===== src/ext_bus_pkg.sv =====
// constants shared by the external bus controller
package ext_bus_pkg;
    localparam int ADDR_W      = 24;   // address lines 23..0
    localparam int DATA_W      = 16;   // data lines 15..0
    localparam int AREA_N      = 8;    // select areas 7..0
    localparam int AREA_LSB    = 21;   // area index taken from top address bits
    localparam int SETUP_CYC   = 1;    // address setup before strobes
    localparam logic [ADDR_W-1:0] ADDR_RST = 24'h000000;
    localparam logic [DATA_W-1:0] DATA_RST = 16'h0000;
    localparam logic [AREA_N-1:0] SEL_IDLE = 8'hff;

    typedef enum logic [2:0] {
        ST_IDLE  = 3'b000,
        ST_ADDR  = 3'b001,
        ST_DATA  = 3'b010,
        ST_DONE  = 3'b011,
        ST_GRANT = 3'b100
    } bus_state_t;
endpackage : ext_bus_pkg


===== src/ext_bus_ctrl.sv =====
// external bus master: address, data, selects, strobes, wait and bus hand-over
// Summary of operation
// - address lines 23..0 are driven outputs carrying each external access address.
// - data lines 15..0 are driven on writes and sampled on reads.
// - one active-low select per area 7..0, the accessed area's select goes low.
// - address strobe goes low while a valid address is presented.
// - read strobe goes low during an external read.
// - upper byte write strobe goes low on a write only when data 15..8 is valid.
// - lower byte write strobe goes low on a write only when data 7..0 is valid.
// - a low stall input inserts wait states into external bus cycles.
// - bus grant output goes low while the bus is released to the outside master.
module ext_bus_ctrl #(
    parameter int ADDR_W = ext_bus_pkg::ADDR_W,
    parameter int DATA_W = ext_bus_pkg::DATA_W,
    parameter int AREA_N = ext_bus_pkg::AREA_N
) (
    input  wire logic              clk_sys_in,          // system clock
    input  wire logic              sys_rst_in,          // async reset, active high
    input  wire logic              req_valid_in,        // internal access request
    input  wire logic              req_write_in,        // 1 write, 0 read
    input  wire logic [ADDR_W-1:0] req_addr_in,         // access address
    input  wire logic [DATA_W-1:0] req_wdata_in,        // write data
    input  wire logic [1:0]        req_be_in,           // byte enables: [1] upper, [0] lower
    output logic                   req_ready_out,       // request taken on the previous edge
    output logic                   rsp_valid_out,       // access finished pulse
    output logic [DATA_W-1:0]      rsp_rdata_out,       // read data
    output logic [ADDR_W-1:0]      addr_out,            // address lines
    input  wire logic [DATA_W-1:0] data_in,             // data lines, sampled
    output logic [DATA_W-1:0]      data_out,            // data lines, driven
    output logic                   data_oe_out,         // data lines driven when high
    output logic [AREA_N-1:0]      area_sel_n_out,      // area selects, active low
    output logic                   address_strobe_n_out, // address valid, active low
    output logic                   read_strobe_n_out,   // read strobe, active low
    output logic                   upper_byte_write_n_out, // upper byte write, active low
    output logic                   lower_byte_write_n_out, // lower byte write, active low
    input  wire logic              stall_n_in,          // wait request, active low
    input  wire logic              bus_claim_n_in,      // outside master request, active low
    output logic                   bus_grant_n_out      // bus released, active low
);
    localparam int AREA_W = $clog2(AREA_N);

    ext_bus_pkg::bus_state_t state;      // where the bus cycle stands
    logic                    wr_q;       // captured direction
    logic [1:0]              be_q;       // captured byte lanes
    logic [AREA_W-1:0]       area_idx;   // area of the offered address
    logic [AREA_N-1:0]       next_sel_n; // decoded selects for the offered address
    logic                    take_req;   // request accepted on this edge
    logic                    data_end;   // data phase closes on this edge
    logic                    bus_idle;   // between accesses, bus still ours
    logic                    bus_away;   // bus handed to the outside master
    logic                    claim;      // outside master asks for the bus

    // area index taken from the top address bits
    assign area_idx = req_addr_in[ext_bus_pkg::AREA_LSB +: AREA_W];

    // claim turned active high once, used everywhere below
    assign claim = ~bus_claim_n_in;

    // a claim wins over a pending request, so no cycle starts under a hand-over
    assign bus_idle = (state == ext_bus_pkg::ST_IDLE);
    assign bus_away = (state == ext_bus_pkg::ST_GRANT);
    assign take_req = bus_idle && !claim && req_valid_in;

    // a low stall input keeps the data phase open
    assign data_end = (state == ext_bus_pkg::ST_DATA) && stall_n_in;

    // one comparator per area; only the matching area's select goes low
    generate
        for (genvar g = 0; g < AREA_N; g++) begin : gen_sel
            assign next_sel_n[g] = (area_idx != AREA_W'(g));
        end
    endgenerate

    // bus cycle sequencer; a claim is honoured only between accesses so no cycle is torn
    // limitation: a claim raised mid-access waits for the recovery cycle to end
    always_ff @(posedge clk_sys_in or posedge sys_rst_in) begin
        if (sys_rst_in) begin
            state <= ext_bus_pkg::ST_IDLE;
        end else begin
            case (state)
                ext_bus_pkg::ST_IDLE: begin
                    if (claim) begin
                        state <= ext_bus_pkg::ST_GRANT;
                    end else if (req_valid_in) begin
                        state <= ext_bus_pkg::ST_ADDR;
                    end
                end
                // address setup: selects and address strobe already out
                ext_bus_pkg::ST_ADDR: begin
                    state <= ext_bus_pkg::ST_DATA;
                end
                // strobes out; stay while the far side stalls
                ext_bus_pkg::ST_DATA: begin
                    if (stall_n_in) begin
                        state <= ext_bus_pkg::ST_DONE;
                    end else begin
                        state <= ext_bus_pkg::ST_DATA;
                    end
                end
                // recovery cycle: address strobe and selects go back high
                ext_bus_pkg::ST_DONE: begin
                    state <= ext_bus_pkg::ST_IDLE;
                end
                // bus handed away until the claim is dropped
                ext_bus_pkg::ST_GRANT: begin
                    if (!claim) begin
                        state <= ext_bus_pkg::ST_IDLE;
                    end
                end
                default: begin
                    state <= ext_bus_pkg::ST_IDLE;                        // unused codes recover
                end
            endcase
        end
    end

    // request capture: address, data, direction, byte lanes
    // address and data hold after the access, so the lines do not flutter between cycles
    always_ff @(posedge clk_sys_in or posedge sys_rst_in) begin
        if (sys_rst_in) begin
            addr_out <= ext_bus_pkg::ADDR_RST;
            data_out <= ext_bus_pkg::DATA_RST;
            wr_q     <= 1'b0;
            be_q     <= 2'b00;
        end else if (take_req) begin
            addr_out <= req_addr_in;
            data_out <= req_wdata_in;
            wr_q     <= req_write_in;
            be_q     <= req_be_in;
        end
    end

    // selects cover the whole access, address setup included
    always_ff @(posedge clk_sys_in or posedge sys_rst_in) begin
        if (sys_rst_in) begin
            area_sel_n_out <= ext_bus_pkg::SEL_IDLE;
        end else if (take_req) begin
            area_sel_n_out <= next_sel_n;
        end else if (state == ext_bus_pkg::ST_DONE || bus_away) begin
            area_sel_n_out <= ext_bus_pkg::SEL_IDLE;
        end
    end

    // address strobe low from the accepting edge to the recovery edge
    always_ff @(posedge clk_sys_in or posedge sys_rst_in) begin
        if (sys_rst_in) begin
            address_strobe_n_out <= 1'b1;
        end else if (take_req) begin
            address_strobe_n_out <= 1'b0;
        end else if (state == ext_bus_pkg::ST_DONE || bus_away) begin
            address_strobe_n_out <= 1'b1;
        end
    end

    // read strobe opens one cycle after the address and stays through waits
    always_ff @(posedge clk_sys_in or posedge sys_rst_in) begin
        if (sys_rst_in) begin
            read_strobe_n_out <= 1'b1;
        end else if (state == ext_bus_pkg::ST_ADDR) begin
            read_strobe_n_out <= wr_q;
        end else if (data_end) begin
            read_strobe_n_out <= 1'b1;
        end
    end

    // write strobes per lane; a lane without its byte enable stays high, so an empty mask writes nothing
    always_ff @(posedge clk_sys_in or posedge sys_rst_in) begin
        if (sys_rst_in) begin
            upper_byte_write_n_out <= 1'b1;
            lower_byte_write_n_out <= 1'b1;
        end else if (state == ext_bus_pkg::ST_ADDR) begin
            upper_byte_write_n_out <= ~(wr_q & be_q[1]);
            lower_byte_write_n_out <= ~(wr_q & be_q[0]);
        end else if (data_end) begin
            upper_byte_write_n_out <= 1'b1;
            lower_byte_write_n_out <= 1'b1;
        end
    end

    // data drive kept one cycle past the strobes so the data holds over the write edge
    always_ff @(posedge clk_sys_in or posedge sys_rst_in) begin
        if (sys_rst_in) begin
            data_oe_out <= 1'b0;
        end else if (state == ext_bus_pkg::ST_ADDR) begin
            data_oe_out <= wr_q;
        end else if (state != ext_bus_pkg::ST_DATA) begin
            data_oe_out <= 1'b0;
        end
    end

    // read data taken on the edge that closes the data phase, held until the next read
    always_ff @(posedge clk_sys_in or posedge sys_rst_in) begin
        if (sys_rst_in) begin
            rsp_rdata_out <= ext_bus_pkg::DATA_RST;
        end else if (data_end && !wr_q) begin
            rsp_rdata_out <= data_in;
        end
    end

    // handshake pulses, one cycle each
    always_ff @(posedge clk_sys_in or posedge sys_rst_in) begin
        if (sys_rst_in) begin
            req_ready_out <= 1'b0;
            rsp_valid_out <= 1'b0;
        end else begin
            req_ready_out <= take_req;
            rsp_valid_out <= data_end;
        end
    end

    // grant low on the edge after a claim is seen idle, and as long as the claim lasts
    // a claim seen mid-access is answered only once the sequencer is back idle
    always_ff @(posedge clk_sys_in or posedge sys_rst_in) begin
        if (sys_rst_in) begin
            bus_grant_n_out <= 1'b1;
        end else if (claim && (bus_idle || bus_away)) begin
            bus_grant_n_out <= 1'b0;
        end else begin
            bus_grant_n_out <= 1'b1;
        end
    end
endmodule : ext_bus_ctrl


===== config.mk =====
export PLATFORM = sky130hd
export DESIGN_NAME = ext_bus_ctrl
export DESIGN_NICKNAME = d
export VERILOG_FILES = /design/src/ext_bus_pkg.sv /design/src/ext_bus_ctrl.sv
export SDC_FILE = /design/constraint.sdc
export NUM_CORES = 1
export LEC_CHECK = 0
export BUFFER_PORTS_ARGS = -buffer_cell sky130_fd_sc_hd__buf_2
export CORE_AREA = 2 2 107 68
export CTS_CLUSTER_SIZE = 14
export DETAILED_ROUTE_END_ITERATION = 8
export DIE_AREA = 0 0 109 70
export GPL_TIMING_DRIVEN = 0
export PLACE_DENSITY_LB_ADDON = 0.05
export SLEW_MARGIN = 30
export SYNTH_ARGS = -nofsm -noshare
export SYNTH_HDL_FRONTEND = slang
export SYNTH_SLANG_ARGS = --single-unit

===== constraint.sdc =====
create_clock -name clk_sys_in -period 2.2 [get_ports clk_sys_in]
set_input_delay 0 -clock clk_sys_in [delete_from_list [all_inputs] [get_ports clk_sys_in]]
set_output_delay 0 -clock clk_sys_in [all_outputs]
set_load 0.05 [all_outputs]

==> results of run 1 <==
cells in the final DEF (no fill, tap or decap), types with 4 or more instances in the layout:
master / synthesis / routed
buf_8: 4 / 4
o22a_1: 4 / 4
nand2_1: 4 / 4
buf_2: 0 / 135
dfstp_2: 13 / 13
clkbuf_8: 0 / 10
dlygate4sd3_1: 0 / 62
nor3_1: 4 / 4
o32a_1: 4 / 4
mux2_1: 58 / 58
a21oi_1: 4 / 4
dfrtp_1: 65 / 65
per-layer routing:
| metal | GRT usage | wire, microns | part of all wire | vias to the layer above |
|---|---|---|---|---|
| li1 | - | - | - | 1105 |
| met1 | 0.239 | 2900 | 0.43 | 1103 |
| met2 | 0.295 | 3070 | 0.46 | 95 |
| met3 | 0.0943 | 683 | 0.10 | 11 |
| met4 | 0.0584 | 74 | 0.011 | 0 |
| met5 | 0 | 0 | 0 | - |
kinds of logic (layout without fill, tap and decap cells):
kind of cell           Yosys count  in the layout  synth area share
AO/OA/AOI/OAI                   18             18            0.0452
XOR/XNOR                         1              1           0.00288
multiplexers                    58             58             0.215
flip-flops                      78             78             0.647
AND/OR/NAND/NOR                 23             23            0.0464
buffers and inverters           14            228            0.0444
worst min-delay path, cell delays in order:
cell and delay, ps:
buf_2 110, nand2_1 80, o21a_1 110, nor3_1 40
cells in the mapped netlist:
master / instances
a21oi_1: 4
a31oi_1: 2
and4bb_4: 1
buf_4: 2
buf_6: 3
buf_8: 4
clkbuf_1: 1
dfrtp_1: 65
dfstp_2: 13
inv_1: 2
inv_2: 1
inv_8: 1
mux2_1: 58
nand2_1: 4
nand2b_1: 2
nand3b_1: 3
nand4_1: 1
nor2_1: 3
nor2b_1: 2
nor3_1: 4
nor3b_1: 1
o21a_1: 1
o21ai_1: 2
o22a_1: 4
o31ai_2: 1
o32a_1: 4
or2_2: 1
or4_4: 1
xnor2_1: 1
what timing repair did:
action                                  CTS  global route
buffers inserted                          0             0
endpoints found under the hold margin    95             0
endpoints found under the setup margin    0             0
hold buffers                             62             0
how the worst max path moves through the flow:
| stage | startpoint | to | slack (ps) |
|---|---|---|---|
| after floorplan | sys_rst_in | addr_out[0] | 230 |
| after global placement | sys_rst_in | addr_out[19] | -730 |
| after detailed placement | state[2] | addr_out[13] | 360 |
| after CTS | state[2] | addr_out[13] | 340 |
| after global routing | state[2] | addr_out[0] | 280 |
| final | state[2] | data_out[13] | 350 |
cell type report:
| type | instances | area share |
|---|---|---|
| sequential | 78 | 0.419 |
| timing repair buffer | 198 | 0.282 |
| multi-input combinational | 100 | 0.200 |
| clock buffer | 12 | 0.0309 |
| tap | 91 | 0.0242 |
| buffer | 10 | 0.0240 |
| clock inverter | 4 | 0.0149 |
| inverter | 4 | 0.00532 |
per-stage QoR:
step                area [sq um]  hold WS, ps  TNS [ps]
finish                      4700         35.7         0
global route                4700         40.1         0
CTS                         4700         12.2         0
detailed placement          3860         26.2         0
global placement            3830          215    -47140
floorplan                   3040         87.2         0
sequential cells by signal (all words and copies together), names as in the netlist:
name                    cells
data_oe_out                 1
bus_grant_n_out             1
upper_byte_write_n_out      1
rsp_rdata_out              16
be_q                        2
wr_q                        1
address_strobe_n_out        1
state                       3
data_out                   16
rsp_valid_out               1
addr_out                   24
req_ready_out               1
read_strobe_n_out           1
area_sel_n_out              8
lower_byte_write_n_out      1
where the power goes:
part	internal, uW	switching (uW)
sequential	2100	289
clock	667	482
combinational	974	2750
==> impl_results.md, run 1 <==
* Status: finished clean
* Clock skew at 3.19 ps
* Largest net degree at the start of global routing at 49
* CTS tree: yes
* Footprint of the multi-input gates at 941 sq um
* CP required at 2420 ps
* First-pass GRT wire length at 11100 microns
* Buffers on Ports at 135
* FF+latch area at 1970 sq um
* Root buf cell: clkbuf_8
* Final setup viols at 0
* Slew @ Worst Pin at 618 ps
* Sequential share of the synthesized area at 0.647
* Area contributors post-synth: dfrtp_1 (53%), mux2_1 (21%), dfstp_2 (11%)
* CTS Buffer Depth at 2
* Pre-CTS setup slack at 357 ps
* Reg2Reg Launch Point: state[2]
* Grt total ovfl at 0
* Layout area overhead at 54.4%
* Setup slack, reg-to-reg at 350 ps
* H-Tree Depth at 3
* Share of layout cells above drive strength 1 at 0.441
* Post-synthesis cell type count at 29
* DR vias/cell at 4.66
* RSZ-0062 raised after global routing: false
* Die height at 70 microns
* Via count at 2314
* GPL Wtd Cong at 0.720
* Final period util at 0.841
* HP Start: req_valid_in
* Max_slew headroom at 0.587
* Power Total at 7270 uW
* Final hold vios at 0
* Total CTS buffers at 9
* Hold worst-path end: state[0]
* DP Wirelength at 4460 microns
* Clock-pin slew on the worst setup and hold paths at 70 ps
* Max Fclk at 0.540 GHz
* CP Max Fanout at 10
* Fin util at 0.689
* Die X at 109 microns
* PnR worst setup slack at 350 ps
* Post-synth top area share at 0.534
* FF+latch count, synth at 78
* Buf/Inv on CP at 4
* Power Dens Cells at 1550 nW/um^2
* Row cnt at 24
* Finished Layout Cells at 497
* Worst path depth at 6
* Fill count at 517
* WS Path Type: reg -> reg
* Hold depth at 4
* Max incr delay on CP at 480 ps
* Max Slew Vio Count at 0
* Antenna Nets Post-Route at 0
* Reg-to-Reg End: data_out[13]
* CP Data Arrival Time at 2070 ps
* Top delay family on crit path: buffers and inverters
* Cell area after synthesis at 3040 sq um
* Static leakage at 0.00223 uW
* Hold/Removal Path Class: in -> reg
* CP cell instances: buf_6 > or4_4 > buf_6 > inv_8 > buf_8 > mux2_1
* Maximum vdd ir drop at 0.000973 V
* GRT Total Usage at 0.192
* Routed wire length at 6720 microns
* Max-Cap Viols at 0
* Core Area at 6820 sq um
* I/O pins at 136
* Inst Count DP at 419
* DIE AREA at 7630 sq um
* Synth Instances at 192
* Nature of the critical path endpoint: flip-flop
* Syn_area_per_cell at 15.9 sq um
* Worst R2R Path Depth at 6
* CTS resizes at 0
* Crit path launch type: flip-flop
* Number of global-route vias before repair at 2368
* Clock Latency Late Sink at 340 ps
* Synthesized Nets at 256
* Synth Warn # at 0
* DRC at 0
* Min Clock Period, post-route at 1850 ps
* CP max-delay cell: or4_4
* Initial antenna violation count at 0
* Routed WL per cell at 13.5 microns
* Clock Sinks at 78
* Most frequent CP cell: buf_6
* Number of diodes at 0
* Drt pass-1 iters at 4
* Initial core utilization at 0.447
* Drt first-iter violations at 73
* Cell accounting for the most synthesized area: dfrtp_1
* Nets at 465
No activity file was read; power rests on OpenSTA's default activity.
==> run 2: changes to the inputs <==
clock period = 1.83 ns   (was 2.2 ns; I/O delays follow)
==> impl_results.md, run 2 (synthesis results as in run 1) <==
* Min Hold Slack at 26.6 ps (-9.08 ps)
* Max Slew Vio Count at 0 (unchanged)
* Core Area at 6820 sq um (unchanged)
* Power Total at 8870 uW (+22%)
* CTS Buffer Depth at 2 (unchanged)
* Crit path from: state[0]
* Power Dens Cells at 1820 nW/um^2 (+18%)
* Initial antenna violation count at 0 (unchanged)
* Number of diodes at 0 (unchanged)
* Switching part of the total at 0.490 (+0.00485)
* Clock-pin slew on the worst setup and hold paths at 80 ps (about the same)
* Crit path to: rsp_rdata_out[6]
* Share of layout cells above drive strength 1 at 0.459 (+0.0184)
* Setup slack, reg-to-reg at 70 ps (-280 ps)
* Reg2Reg Launch Point: state[0]
* Clock skew at 13.0 ps (+9.83 ps)
* Initial core utilization at 0.447 (unchanged)
* Reg-to-Reg End: rsp_rdata_out[6]
* CP Data Arrival Time at 1990 ps (-80 ps)
* CTS tree: yes
* Fill count at 477 (-7.7%)
* Max reg flops at 24 (unchanged)
* I/O pins at 136 (unchanged)
* Clock share of power at 0.158 (about the same)
* Max-Cap Viols at 0 (unchanged)
* Maximum vdd ir drop at 0.00135 V (+39%)
* Routed WL per cell at 14.8 microns (+9.3%)
* Largest regs: addr_out (24), data_out (16), rsp_rdata_out (16)
* DRC at 0 (unchanged)
* NetSw at 4350 uW (+23%)
* Slew @ Worst Pin at 612 ps (-6.29 ps)
* Crit path launch type: flip-flop
* Final hold vios at 0 (unchanged)
* Routed wire length at 7530 microns (+12%)
* Pint at 4530 uW (+21%)
* H-Tree Depth at 3 (unchanged)
* Buffers on Ports at 135 (unchanged)
* Reg with most FFs: addr_out
* Total CTS buffers at 9 (unchanged)
* Nets at 477 (+2.6%)
* Layout area overhead at 59.8%
* GRT Total Usage at 0.207 (+0.0152)
* Fin util at 0.713 (+0.0240)
* Status: finished clean
* DIE AREA at 7630 sq um (unchanged)
* Grt total ovfl at 0 (unchanged)
* CP Max Fanout at 10 (unchanged)
* Via count at 2360 (+2.0%)
* Final setup viols at 0 (unchanged)
* Min Clock Period, post-route at 1760 ps (-91.2 ps)
* Number of global-route vias before repair at 2500 (+5.6%)
* Sequential fraction of design power at 0.327 (-0.002)
* Dpl cell area at 3910 sq um (+1.3%)
* Clock Latency Late Sink at 340 ps (about the same)
* Final Cell Area at 4860 sq um (+3.5%)
* First-pass GRT wire length at 12100 microns (+9.2%)
* Combinational power share at 0.516 (+0.003)
* Drt pass-1 iters at 4 (unchanged)
* Row cnt at 24 (unchanged)
* Root buf cell: clkbuf_8
* WS Path Type: reg -> reg
* Clock Sinks at 78 (unchanged)
* Drt first-iter violations at 67 (-8.2%)
* Hold/Removal Path Class: in -> reg
* Max_slew headroom at 0.591 (+0.00420)
* Antenna Nets Post-Route at 0 (unchanged)
* Final period util at 0.961 (+0.120)
* Static leakage at 0.00231 uW (+3.5%)
* Nature of the critical path endpoint: flip-flop
* Worst R2R Path Depth at 6 (unchanged)
* DR vias/cell at 4.64 (-0.42%)
* Commonest non-fill, non-tap cells in the layout: buf_2 (135), dfrtp_1 (65), dlygate4sd3_1 (62)
* DP Wirelength at 4690 microns (+5.1%)
* Leading cell type in the layout, fill and taps excluded: buf_2
* Max Fclk at 0.568 GHz (+5.2%)
* Largest net degree at the start of global routing at 30 (-39%)
* Die height at 70 microns (unchanged)
* CP required at 2060 ps (-360 ps)
* Die X at 109 microns (unchanged)
* GPL Wtd Cong at 0.739 (+2.5%)
run 2: changes by cell type in the layout (fill, tap and decap cells not counted), sizes merged:
cell	delta
buf	+11
clkinvlp	+2
clkbuf	-1
clkinv	+1
inv	-1
run 2: worst min path at each step:
stage	start	end	slack (ps)	cells past startpoint
final	req_valid_in	state[0]	30	4
after global routing	req_valid_in	state[0]	40	4
after CTS	req_valid_in	state[0]	10	4
after detailed placement	sys_rst_in	addr_out[1]	30	2
after global placement	req_addr_in[16]	addr_out[16]	210	2
after floorplan	bus_claim_n_in	state[2]	90	1
run 2: layer usage:
metal	part of all wire	routed length (microns)	global-route usage	vias up
met3	0.071	538	0.0812	9
met2	0.47	3530	0.325	90
met1	0.45	3360	0.266	1134
met4	0.014	104	0.0613	0
li1	-	-	-	1127
met5	0	0	0	-
run 2: power groups by stage:
stage / Combinational, uW / Sequential [uW] / Clock, uW
6_report: 4580 / 2900 / 1400
3_3_place_gp: 4350 / 2870 / 0
3_5_place_dp: 4420 / 2900 / 0
4_1_cts: 4560 / 2880 / 1420
5_1_grt: 4790 / 2990 / 1520
2_1_floorplan: 858 / 5400 / 0
run 2: layout make-up:
cell class,instances,area [sq um],area share
sequential,78,1970,0.405
timing repair buffer,211,1490,0.307
multi-input combinational,100,941,0.193
clock buffer,10,128,0.0262
tap,91,114,0.0234
buffer,9,109,0.0224
clock inverter,6,86.3,0.0178
inverter,4,26.3,0.00540
run 2: repair_timing:
item                                    4_1_cts  5_1_grt
pin swaps                                     1        1
endpoints found under the hold margin       107        0
gates resized for setup                       0        3
gates cloned                                  1        1
hold buffers                                 62        0
endpoints found under the setup margin       37       13
buffers inserted                              3        6
run 2: per-stage QoR:
| stage | setup slack [ps] | cells | setup TNS (ps) |
|---|---|---|---|
| 6_report | 70.7 | 509 | 0 |
| 5_1_grt | -9.21 | 509 | -9.21 |
| 4_1_cts | 0.815 | 502 | 0 |
| 3_5_place_dp | -10.3 | 421 | -29.5 |
| 3_3_place_gp | 8.09 | 418 | 0 |
| 2_1_floorplan | 92.7 | 192 | 0 |
run 2: critical path, cell delays in order, from the launching register on:
cell and delay, ps:
dfrtp_1 390, buf_6 140, and4bb_4 320, nor2b_1 120, buf_4 180, clkbuf_16 160
mux2_1 320
==> run 3: changes to the inputs <==
CELL_PAD_IN_SITES_DETAIL_PLACEMENT = 1   (was default)
CELL_PAD_IN_SITES_GLOBAL_PLACEMENT = 1   (was default)
CORE_AREA = 2 2 121 76   (was 2 2 107 68)
DIE_AREA = 0 0 123 78   (was 0 0 109 70)
==> impl_results.md, run 3 (synthesis results as in run 1) <==
* Met1 track demand over resource at 0.236 (-0.0305)
* Via count at 2407 (+2.0%)
* Total CTS buffers at 9 (unchanged)
* First-pass GRT wire length at 13400 microns (+11%)
* Root buf cell: clkbuf_16
* Slew @ Worst Pin at 680 ps (+68.7 ps)
* Clock skew at 4.45 ps (-8.58 ps)
* Drt pass-1 iters at 4 (unchanged)
* Static leakage at 0.00235 uW (+1.9%)
* Drt first-iter violations at 81 (+21%)
* Worst R2R Path Depth at 5 (-1)
* WS Path Type: reg -> reg
* Reg-to-Reg End: addr_out[9]
* Nets at 470 (-1.5%)
* H-Tree Depth at 3 (unchanged)
* Max reg flops at 24 (unchanged)
* Initial core utilization at 0.363 (-0.0839)
* CP required at 2040 ps (-20 ps)
* Status: finished clean
* DP Wirelength at 5430 microns (+16%)
* Finished Layout Cells at 523 (+2.8%)
* Buffers on Ports at 135 (unchanged)
* GRT Total Usage at 0.186 (-0.0212)
* Row cnt at 26 (+8.3%)
* Nature of the critical path endpoint: flip-flop
* Inst Count DP at 442 (+5.0%)
* Max Slew Vio Count at 0 (unchanged)
* Power Total at 9680 uW (+9.0%)
* Final period util at 0.996 (+0.0345)
* Largest net degree at the start of global routing at 30 (unchanged)
* Met3 usage at 0.0721 (-0.00917)
* Number of diodes at 0 (unchanged)
* Max_slew headroom at 0.546 (-0.0459)
* Hold/Removal Path Class: in -> reg
* Commonest non-fill, non-tap cells in the layout: buf_2 (135), dfrtp_1 (65), dlygate4sd3_1 (61)
* Max Fclk at 0.549 GHz (-3.5%)
* Power Dens Cells at 1940 nW/um^2 (+6.4%)
* Grt total ovfl at 0 (unchanged)
* Footprint of the multi-input gates at 990 sq um (+5.2%)
* Routed WL per cell at 16.9 microns (+14%)
* RSZ-0062 raised after global routing: true
* CP Max Fanout at 10 (unchanged)
* FF+latch area at 1970 sq um (unchanged)
* Die X at 123 microns (+13%)
* Largest regs: addr_out (24), data_out (16), rsp_rdata_out (16)
* CP Data Arrival Time at 2030 ps (+40 ps)
* Clock Sinks at 78 (unchanged)
* Fin util at 0.594 (-0.120)
* Met2 Resource Use GR at 0.297 (-0.0284)
* Clock-pin slew on the worst setup and hold paths at 60 ps (-20 ps)
* Hold depth at 2 (-2)
* Clock Latency Late Sink at 330 ps (about the same)
* Final setup viols at 0 (unchanged)
* Min Hold Slack at 20.9 ps (-5.76 ps)
* HP Start: req_addr_in[23]
* GRT busiest layer: met2
* Reg2Reg Launch Point: state[2]
* DRC at 0 (unchanged)
* CTS Buffer Depth at 2 (unchanged)
* Core Area at 8390 sq um (+23%)
* Final hold vios at 0 (unchanged)
* DR vias/cell at 4.60 (-0.74%)
* I/O pins at 136 (unchanged)
* PnR worst setup slack at 7.65 ps (-63.1 ps)
* Initial antenna violation count at 0 (unchanged)
* Routed wire length at 8820 microns (+17%)
* Min Clock Period, post-route at 1820 ps (+63.1 ps)
* Fill count at 865 (+81%)
* Share of layout cells above drive strength 1 at 0.479 (+0.0200)
* Hold worst-path end: area_sel_n_out[0]
* Pre-CTS setup slack at -25.6 ps (-15.4 ps)
* Antenna Nets Post-Route at 0 (unchanged)
* Setup slack, reg-to-reg at 8 ps (-60 ps)
* Maximum vdd ir drop at 0.00113 V (-16%)
* Number of global-route vias before repair at 2592 (+3.7%)
* Reg with most FFs: addr_out
* DIE AREA at 9590 sq um (+26%)
* GPL Wtd Cong at 0.686 (-7.1%)
* Layout area overhead at 63.7%
* Max-Cap Viols at 0 (unchanged)
* Die height at 78 microns (+11%)
* CTS tree: yes
* Leading cell type in the layout, fill and taps excluded: buf_2
* Crit path launch type: flip-flop
run 3: cell types whose count changed in the layout (fill, tap and decap cells not counted), sizes merged:
| cell | before | now |
|---|---|---|
| buf | 156 | 151 |
| clkinv | 3 | 1 |
| dlygate4sd3 | 62 | 61 |
| bufinv | 2 | 3 |
| clkbuf | 12 | 13 |
| clkinvlp | 2 | 1 |
run 3: worst max path at each step:
| stage | startpoint | end | slack (ps) | cells after the start |
|---|---|---|---|---|
| 2_1_floorplan | state[2] | addr_out[0] | 90 | 6 |
| 3_3_place_gp | state[2] | addr_out[22] | -7 | 6 |
| 3_5_place_dp | state[0] | rsp_rdata_out[0] | -30 | 6 |
| 4_1_cts | state[2] | data_out[5] | -10 | 6 |
| 5_1_grt | state[2] | addr_out[2] | -50 | 5 |
| 6_report | state[2] | addr_out[9] | 8 | 5 |
run 3: where the power goes:
| group | total [uW] | switching [uW] | leakage, uW | internal (uW) |
|---|---|---|---|---|
| sequential | 2930 | 393 | 0.000923 | 2530 |
| combinational | 4710 | 3400 | 0.00126 | 1310 |
| clock | 2040 | 670 | 0.000167 | 1370 |
run 3: per-stage QoR:
step / instance area, sq um / TNS (ps)
finish: 4980 / 0
global route: 4980 / -1020
CTS: 4880 / -99.2
detailed placement: 3930 / -379
global placement: 3860 / -43.2
floorplan: 3050 / 0
run 3: cell type report:
cell class / count / area share
buffer: 8 / 0.0218
clock buffer: 12 / 0.0495
clock inverter: 4 / 0.0191
inverter: 4 / 0.00628
multi-input combinational: 100 / 0.199
sequential: 78 / 0.395
tap: 112 / 0.0281
timing repair buffer: 205 / 0.282
run 3: worst max-delay path, cell delays in order (launching register included):
cell	delay, ps
dfrtp_1	370
buf_6	140
or4_4	600
inv_12	120
buf_8	140
mux2_1	330
run 3: what timing repair did:
item,CTS,global route
hold buffers,61,0
hold endpoints to repair,108,0
endpoints found under the setup margin,46,54
pin swaps,0,1
cloned,0,1
setup buffers,1,4
resized for setup,1,20
run 3: routing by layer:
metal / vias up / part of all wire
met2: 91 / 0.48
met4: 0 / 0.0077
met3: 7 / 0.073
li1: 1109 / -
met5: - / 0
met1: 1200 / 0.44
